## src/rtl/seea_consts.vh

```
// Constants for the two-wire serial memory slave.
// Assumes inclusion by bare name from the design files.
`ifndef SEEA_CONSTS_VH
`define SEEA_CONSTS_VH
`define SEEA_DEV_CODE      4'ha
`define SEEA_ADDR_W        7
`define SEEA_PAGE_W        4
`define SEEA_MEM_DEPTH     128
`define SEEA_CLK_MHZ       100
`define SEEA_WR_TIME_US    5000
`define SEEA_WR_CYCLES     (`SEEA_WR_TIME_US * `SEEA_CLK_MHZ)
`define SEEA_BIT_CNT_W     4
`endif

```

## src/rtl/seea_mem.v

```verilog
// Byte-wide memory array with registered read data.
// Assumes one clock domain; write and read ports independent.
module seea_mem #(
    parameter AW = 7,
    parameter DW = 8
) (
    input  wire          sys_clk_i,
    input  wire          we_i,
    input  wire [AW-1:0] waddr_i,
    input  wire [DW-1:0] wdata_i,
    input  wire [AW-1:0] raddr_i,
    output reg  [DW-1:0] rdata_o
);
    reg [DW-1:0] mem_r [0:(1<<AW)-1];

    always @(posedge sys_clk_i)
    begin
        if (we_i)
        begin
            mem_r[waddr_i] <= wdata_i;
        end
        rdata_o <= mem_r[raddr_i];
    end
endmodule // seea_mem

```

## src/rtl/seea_slave.v

```verilog
// Two-wire bus slave for a 128-byte memory with 16-byte page buffer.
// Assumes SCL/SDA and straps come from outside the clock domain; SDA is open drain.
`include "seea_consts.vh"

// Behaviour
// RL1 - Answer only control bytes with code 1010 and matching chip select straps.
// RL2 - Write control byte has low direction bit; acknowledge on ninth clock.
// RL3 - Byte after write control byte loads address pointer; acknowledge, then accept data.
// RL4 - Stop after write data starts timed write; no acknowledges until done.
// RL5 - With protection, still acknowledge and run full busy time, array unchanged.
// RL6 - Buffer up to 15 more data bytes; commit only at Stop.
// RL7 - Each written data byte increments only low four pointer bits.
// RL8 - Beyond 16 bytes the page offset wraps, overwriting earlier buffered bytes.
// RL9 - Page writes crossing a page boundary wrap to the start of that page.
// RL10 - Protect input high blocks all writes; low permits all.
// RL11 - Reduced-pin variant has no protect input; writes always enabled.
// RL12 - Master polls with Start and write control byte until acknowledged.
// RL13 - After write cycle completes, polling control byte is acknowledged.
// RL14 - Direction bit one selects read after acknowledge.
// RL15 - Current-address read sends byte one past last accessed address.
// RL16 - Master ends read with no-acknowledge and Stop; device releases data line.
// RL17 - Repeated Start after word address aborts write; pointer keeps new address.
// RL18 - After a read, pointer points past the last byte transmitted.
// RL19 - Master acknowledge makes the device send the next sequential byte.
// RL20 - Read increments the full seven-bit pointer, wrapping 7F to 00.
// RL21 - Sequential read never leaves this device's space.
// RL22 - Reduced-pin variant is addressed with top chip select bit zero.
// RL23 - Write cycle lasts a parameter count of clocks; control bytes ignored.
module seea_slave #(
    parameter REDUCED_PIN = 0,
    parameter WR_CYCLES   = `SEEA_WR_CYCLES
) (
    input  wire sys_clk_i,
    input  wire sys_rst_i,
    input  wire scl_i,
    input  wire sda_i,
    output reg  sda_o,
    output reg  sda_oe_n_o,
    input  wire chip_select_bit0_i,
    input  wire chip_select_bit1_i,
    input  wire chip_select_bit2_i,
    input  wire write_protect_i,
    output reg  busy_o
);
    localparam ST_IDLE  = 3'h0;
    localparam ST_CTRL  = 3'h1;
    localparam ST_WADDR = 3'h2;
    localparam ST_WDATA = 3'h3;
    localparam ST_RDATA = 3'h4;
    localparam ST_ACK   = 3'h5;
    localparam ST_MACK  = 3'h6;
    localparam ST_SKIP  = 3'h7;

    // Two-flop synchronisers; only the second stage is looked at
    reg [1:0] scl_s_r;
    reg [1:0] sda_s_r;
    reg [1:0] cs_a_r;
    reg [1:0] cs_b_r;
    reg [1:0] cs_c_r;
    reg [1:0] wp_s_r;
    reg       scl_d_r;
    reg       sda_d_r;

    always @(posedge sys_clk_i)
    begin
        if (sys_rst_i)
        begin
            scl_s_r <= 2'h3;
            sda_s_r <= 2'h3;
            cs_a_r  <= 2'h0;
            cs_b_r  <= 2'h0;
            cs_c_r  <= 2'h0;
            wp_s_r  <= 2'h0;
            scl_d_r <= 1'b1;
            sda_d_r <= 1'b1;
        end
        else
        begin
            scl_s_r <= {scl_s_r[0], scl_i};
            sda_s_r <= {sda_s_r[0], sda_i};
            cs_a_r  <= {cs_a_r[0], chip_select_bit0_i};
            cs_b_r  <= {cs_b_r[0], chip_select_bit1_i};
            cs_c_r  <= {cs_c_r[0], chip_select_bit2_i};
            wp_s_r  <= {wp_s_r[0], write_protect_i};
            scl_d_r <= scl_s_r[1];
            sda_d_r <= sda_s_r[1];
        end
    end

    wire scl_w   = scl_s_r[1];
    wire sda_w   = sda_s_r[1];
    wire scl_rise = scl_w & ~scl_d_r;
    wire scl_fall = ~scl_w & scl_d_r;
    wire start_w = scl_w & scl_d_r & sda_d_r & ~sda_w;
    wire stop_w  = scl_w & scl_d_r & ~sda_d_r & sda_w;
    // Reduced-pin variant ignores the protect pin and has no third strap
    wire protect_w = (REDUCED_PIN != 0) ? 1'b0 : wp_s_r[1];                    // [RL10] [RL11]
    wire cs2_w     = (REDUCED_PIN != 0) ? 1'b0 : cs_c_r[1];                    // [RL22]

    reg [2:0]  state_r;
    reg [2:0]  ret_r;
    reg [3:0]  bit_cnt_r;
    reg [7:0]  shift_r;
    reg [6:0]  ptr_r;
    reg        rd_mode_r;
    reg [7:0]  page_buf_r [0:15];
    reg [15:0] page_vld_r;
    reg        commit_r;
    reg [4:0]  commit_idx_r;
    reg [3:0]  commit_page_r;
    reg        commit_prot_r;
    reg [31:0] busy_cnt_r;
    reg        pend_r;
    wire [7:0] rdata_w;

    function [6:0] seea_page_inc;
        input [6:0] a;
        begin
            seea_page_inc = {a[6:4], a[3:0] + 4'h1};
        end
    endfunction

    wire        mem_we_w   = commit_r & ~commit_prot_r & page_vld_r[commit_idx_r[3:0]];
    wire [6:0]  mem_wa_w   = {commit_page_r[2:0], commit_idx_r[3:0]};
    wire        busy_w     = commit_r | (busy_cnt_r != 32'h0);

    seea_mem #(
        .AW (`SEEA_ADDR_W),
        .DW (8)
    ) u_mem (
        .sys_clk_i (sys_clk_i),
        .we_i      (mem_we_w),
        .waddr_i   (mem_wa_w),
        .wdata_i   (page_buf_r[commit_idx_r[3:0]]),
        .raddr_i   (ptr_r),
        .rdata_o   (rdata_w)
    );

    integer i;

    always @(posedge sys_clk_i)
    begin
        if (sys_rst_i)
        begin
            state_r       <= ST_IDLE;
            ret_r         <= ST_IDLE;
            bit_cnt_r     <= 4'h0;
            shift_r       <= 8'h00;
            ptr_r         <= 7'h00;
            rd_mode_r     <= 1'b0;
            page_vld_r    <= 16'h0000;
            commit_r      <= 1'b0;
            commit_idx_r  <= 5'h00;
            commit_page_r <= 4'h0;
            commit_prot_r <= 1'b0;
            busy_cnt_r    <= 32'h0;
            pend_r        <= 1'b0;
            sda_o         <= 1'b1;
            sda_oe_n_o    <= 1'b1;
            busy_o        <= 1'b0;
            for (i = 0; i < 16; i = i + 1)
            begin
                page_buf_r[i] <= 8'h00;
            end
        end
        else
        begin
            busy_o <= busy_w;
            // Commit walks the 16 buffer slots, then the timed wait runs
            if (commit_r)
            begin
                if (commit_idx_r == 5'h0f)
                begin
                    commit_r   <= 1'b0;
                    page_vld_r <= 16'h0000;
                    busy_cnt_r <= WR_CYCLES;                                   // [RL23] [RL5]
                end
                commit_idx_r <= commit_idx_r + 5'h01;                          // [RL4]
            end
            else if (busy_cnt_r != 32'h0)
            begin
                busy_cnt_r <= busy_cnt_r - 32'h1;
            end

            if (start_w)
            begin
                // Repeated Start drops any buffered bytes; pointer already holds the new address
                // A commit in flight clears the valid bits itself; do not undo that here
                if (!commit_r)
                begin
                    page_vld_r <= 16'h0000;                                    // [RL17]
                end
                pend_r     <= 1'b0;
                state_r    <= ST_CTRL;
                bit_cnt_r  <= 4'h0;
                sda_oe_n_o <= 1'b1;
            end
            else if (stop_w)
            begin
                if (pend_r && !busy_w)
                begin
                    commit_r      <= 1'b1;                                     // [RL4] [RL6]
                    commit_idx_r  <= 5'h00;
                    commit_page_r <= {1'b0, ptr_r[6:4]};
                    commit_prot_r <= protect_w;                                // [RL5] [RL10]
                end
                pend_r     <= 1'b0;
                state_r    <= ST_IDLE;
                sda_oe_n_o <= 1'b1;                                            // [RL16]
            end
            else
            begin
                case (state_r)
                    ST_CTRL, ST_WADDR, ST_WDATA:
                    begin
                        if (scl_rise)
                        begin
                            shift_r   <= {shift_r[6:0], sda_w};
                            bit_cnt_r <= bit_cnt_r + 4'h1;
                        end
                        else if (scl_fall && bit_cnt_r == 4'h8)
                        begin
                            bit_cnt_r <= 4'h0;
                            state_r   <= ST_ACK;
                            if (state_r == ST_CTRL)
                            begin
                                if (shift_r[7:4] == `SEEA_DEV_CODE && !busy_w && !busy_o &&
                                    shift_r[3:1] == {cs2_w, cs_b_r[1], cs_a_r[1]})  // [RL1] [RL13]
                                begin
                                    sda_oe_n_o <= 1'b0;                        // [RL2]
                                    sda_o      <= 1'b0;
                                    rd_mode_r  <= shift_r[0];                  // [RL14]
                                    ret_r      <= shift_r[0] ? ST_RDATA : ST_WADDR;
                                end
                                else
                                begin
                                    state_r <= ST_SKIP;                        // [RL4] [RL23] [RL12]
                                end
                            end
                            else if (state_r == ST_WADDR)
                            begin
                                ptr_r      <= shift_r[6:0];                    // [RL3]
                                sda_oe_n_o <= 1'b0;
                                sda_o      <= 1'b0;
                                ret_r      <= ST_WDATA;
                            end
                            else
                            begin
                                page_buf_r[ptr_r[3:0]] <= shift_r;             // [RL8]
                                page_vld_r[ptr_r[3:0]] <= 1'b1;                // [RL6]
                                ptr_r      <= seea_page_inc(ptr_r);           // [RL7] [RL9]
                                pend_r     <= 1'b1;
                                sda_oe_n_o <= 1'b0;                            // [RL5]
                                sda_o      <= 1'b0;
                                ret_r      <= ST_WDATA;
                            end
                        end
                    end
                    ST_ACK:
                    begin
                        if (scl_fall)
                        begin
                            sda_oe_n_o <= 1'b1;
                            state_r    <= ret_r;
                            bit_cnt_r  <= 4'h0;
                            if (rd_mode_r && ret_r == ST_RDATA)
                            begin
                                // Read data reg follows the pointer; lead bit driven now
                                shift_r    <= rdata_w;                         // [RL15]
                                sda_oe_n_o <= rdata_w[7];
                                sda_o      <= 1'b0;
                                ptr_r      <= ptr_r + 7'h01;                   // [RL18] [RL20] [RL21]
                            end
                        end
                    end
                    ST_RDATA:
                    begin
                        if (scl_fall)
                        begin
                            if (bit_cnt_r == 4'h7)
                            begin
                                sda_oe_n_o <= 1'b1;
                                state_r    <= ST_MACK;
                            end
                            else
                            begin
                                shift_r    <= {shift_r[6:0], 1'b1};
                                sda_oe_n_o <= shift_r[6];
                                bit_cnt_r  <= bit_cnt_r + 4'h1;
                            end
                        end
                    end
                    ST_MACK:
                    begin
                        if (scl_rise)
                        begin
                            // Master low means acknowledge: continue; high means done
                            state_r <= sda_w ? ST_SKIP : ST_ACK;               // [RL19] [RL16]
                            ret_r   <= ST_RDATA;
                        end
                    end
                    default:
                    begin
                        sda_oe_n_o <= 1'b1;
                    end
                endcase
            end
        end
    end
endmodule // seea_slave
```

## config.mk

```make
export PLATFORM = sky130hd
export DESIGN_NAME = seea_slave
export DESIGN_NICKNAME = d
export VERILOG_FILES = /design/src/rtl/seea_mem.v /design/src/rtl/seea_slave.v
export VERILOG_INCLUDE_DIRS = /design/src /design/src/rtl
export SDC_FILE = /design/constraint.sdc
export NUM_CORES = 1
export LEC_CHECK = 0
export BUFFER_PORTS_ARGS = -buffer_cell sky130_fd_sc_hd__buf_2
export CORE_ASPECT_RATIO = 1.2
export CORE_MARGIN = 5
export CORE_UTILIZATION = 44
export CTS_BUF_LIST = sky130_fd_sc_hd__clkbuf_16
export DETAILED_ROUTE_END_ITERATION = 7
export GPL_ROUTABILITY_DRIVEN = 0
export PLACE_DENSITY = 0.68
export SLEW_MARGIN = 20
export SYNTH_ARGS = -nofsm -noshare
export SYNTH_HDL_FRONTEND = slang
export SYNTH_SLANG_ARGS = --single-unit
```

## constraint.sdc

```tcl
create_clock -name sys_clk_i -period 11.96 [get_ports sys_clk_i]
set_clock_uncertainty 0.15 [all_clocks]
set_input_delay 0.598 -clock sys_clk_i [delete_from_list [all_inputs] [get_ports sys_clk_i]]
set_output_delay 0.598 -clock sys_clk_i [all_outputs]
set_load 0.02 [all_outputs]
```

==> run summary <==
Slew Viols, Final = 0
initial antenna violation count = 1
Seq cells post-synth = 1262
PwrDens = 162 nW/µm²
Post-CTS Setup Inserts = 0
Hold Crit Class = flop to flop
Critical Path Sink Type = flop
Clock transition at path regs = 0.06 ns
number of flops mapped to enable cells by yosys = 1152
Leak Pwr = 17.4 nW
CP Launch Type = flop
hpwl dp = 73.5 mm
final hold vios = 0
Syn. warnings = 0
Post-Layout Cell Count = 4576
pin count of the biggest net entering global routing = 125
Post-synth top flop = edfxtp_1
worst relative slew slack = 0.266
Chip Height = 382 µm
area grow syn2layout = 11.3%
CP arrival = 4.70 ns
Post-synth ARST share = 0
ANT nets after route = 0
number of global-route vias before repair = 27300
minimum clock period = 4.54 ns
FMAX = 0.220 GHz
P_int = 7.12 mW
DR vias = 27100
grt ovf = 0
Max Buffers Root-to-Sink = 3
number of max-cap violations = 0
worst vdd ir = 0.151 mV
CTS buffer count = 117
clock latency on the worst-skew pair = 0.71 ns
Wirelength per Cell = 26.7 µm
outcome = completed
sequential share of power = 0.539
Net count, final = 2977
Initial DRC Count = 2676
router iterations before antenna repair = 6
Worst-Margin Slew = 1.10 ns
clock power share = 0.405
CTS H-tree depth = 3
Cell Area, Placed = 52500 µm²
core area = 115000 µm²
die width = 320 µm
vias per inst = 5.93
Tcrit/Tclk final = 0.380
post-synthesis area per instance = 17.2 µm²
Switching Share = 0.224
distinct cell type count after synthesis = 70
drt total wl = 122 mm
syn nets = 2967
PnR worst setup slack = 7.42 ns
Crit Path Category = flop to flop
Starting Density = 0.443
CP max FO = 31
root buffer cell = clkbuf_16
# rows = 136
Sw Pwr = 2.05 mW
io pins = 11
Mapped Cells = 2949
Die Area = 122000 µm²
register area share after synthesis = 0.726
first-pass GRT wire length = 182 mm
port bufs = 10
Setup violations, final = 0
TNS Setup = 0 ns
share of cells above drive strength 1 = 0.169
fin area = 56400 µm²
pre-CTS WS = 7.45 ns
Syn Std Cell Area = 50700 µm²
CTS tree = done
Total GRT Usage = 0.197
Worst EP required = 12.12 ns
RSZ-0062 raised after global routing = false
Comb pwr share = 0.057
placed cells = 4350
CTS Sinks = 1262
Final Util = 0.493
DR DRC count = 0
repair_timing:
item	CTS	global route
hold buffers	6	0
resized for setup	0	0
endpoints found under the hold margin	6	0
area by class of cell:
cell class                      count  area, µm²
Clock buffer                      119       2980
Fill cell                        9244      58100
Inverter                           17       63.8
Timing Repair Buffer               71        604
Sequential cell                  1262      36800
Clock inverter                     98        863
Tap cell                         1518       1900
Antenna cell                        1       2.50
Multi-Input combinational cell   1490      13200
critical path, cell delays in order (launching register included):
cell and delay [ns]:
dfxtp_2 0.82, buf_4 0.50, nor2b_1 0.56, a221oi_1 0.20, o21ai_1 0.21, nand3_1 0.19
or4_1 0.44, buf_4 0.30, nor2_1 0.71
through the flow:
step / total power [mW] / hold slack [ns]
finish: 9.17 / 0.257
global route: 9.47 / 0.284
CTS: 9.22 / 0.259
detailed placement: 5.54 / 0.246
global placement: 5.53 / 0.248
floorplan: 5.40 / 0.239
routing by layer:
| metal | track usage | vias up | wire length, µm |
|---|---|---|---|
| li1 | - | 11700 | - |
| met1 | 0.264 | 14000 | 48000 |
| met2 | 0.333 | 1182 | 61500 |
| met3 | 0.0261 | 209 | 8450 |
| met4 | 0.0694 | 2 | 4270 |
| met5 | 0 | - | 8 |
flip-flops by register name, summed over array words and instances (netlist names), 4 cells and up:
name and cells:
bit_cnt_r 4, busy_cnt_r 32, commit_idx_r 5, page_buf_r 128, page_vld_r 16, ptr_r 7
shift_r 8, u_mem.mem_r 1024, u_mem.rdata_o 8
power by group through the flow:
stage / Sequential (mW) / Clock [mW] / Combinational (mW)
final: 4.94 / 3.71 / 0.519
after global routing: 4.94 / 3.95 / 0.576
after CTS: 4.94 / 3.76 / 0.516
after detailed placement: 5.03 / 0 / 0.510
after global placement: 5.03 / 0 / 0.500
after floorplan: 5.02 / 0 / 0.382
kinds of logic (layout without fill, tap and decap cells):
family / Yosys count / count (layout) / synth area share
flip-flops: 1262 / 1262 / 0.726
AND/OR/NAND/NOR: 707 / 707 / 0.0702
multiplexers: 382 / 382 / 0.132
AO/OA/AOI/OAI: 359 / 359 / 0.0481
buffers and inverters: 197 / 305 / 0.0157
XOR/XNOR: 32 / 32 / 0.00553
adder cells (fa/ha/maj): 10 / 10 / 0.00247
other: 0 / 1 / 0
cells in the final DEF, fill, tap and decap left out, types with 29 or more instances in the layout:
| cell type | instances |
|---|---|
| edfxtp_1 | 1152 |
| nor2_1 | 240 |
| mux4_2 | 228 |
| mux2i_1 | 141 |
| and2_1 | 119 |
| clkbuf_16 | 119 |
| nand2_1 | 113 |
| dfxtp_1 | 105 |
| o21ai_0 | 61 |
| a21oi_1 | 58 |
| a22oi_1 | 57 |
| buf_4 | 48 |
| inv_1 | 41 |
| nand3_1 | 34 |
| o22ai_1 | 29 |
cell usage after synthesis, drive strengths merged (27+ instances only):
master | count | share of area
a21oi | 59 | 0.0058
a22oi | 57 | 0.0084
and2 | 120 | 0.015
and3 | 27 | 0.0033
buf | 70 | 0.0063
clkbuf | 110 | 0.0081
dfxtp | 110 | 0.043
edfxtp | 1152 | 0.68
mux2i | 141 | 0.028
mux4 | 229 | 0.10
nand2 | 113 | 0.0084
nand3 | 34 | 0.0034
nor2 | 242 | 0.018
nor2b | 28 | 0.0035
o21ai | 66 | 0.0065
o22ai | 29 | 0.0036
worst paths after layout:
| check | cells after the start | to | slack (ns) | start |
|---|---|---|---|---|
| worst min-delay path | 1 | sda_s_r[1]$_SDFF_PP1_ | 0.26 | sda_s_r[0]$_SDFF_PP1_ |
| worst min register to register | 1 | sda_s_r[1]$_SDFF_PP1_ | 0.26 | sda_s_r[0]$_SDFF_PP1_ |
| worst max-delay path | 8 | u_mem.mem_r[114][5]$_DFFE_PP_ | 7.42 | commit_idx_r[1]$_SDFF_PP0_ |
| worst max register to register | 8 | u_mem.mem_r[114][5]$_DFFE_PP_ | 7.42 | commit_idx_r[1]$_SDFF_PP0_ |
Power figures use the tool's default switching activity.
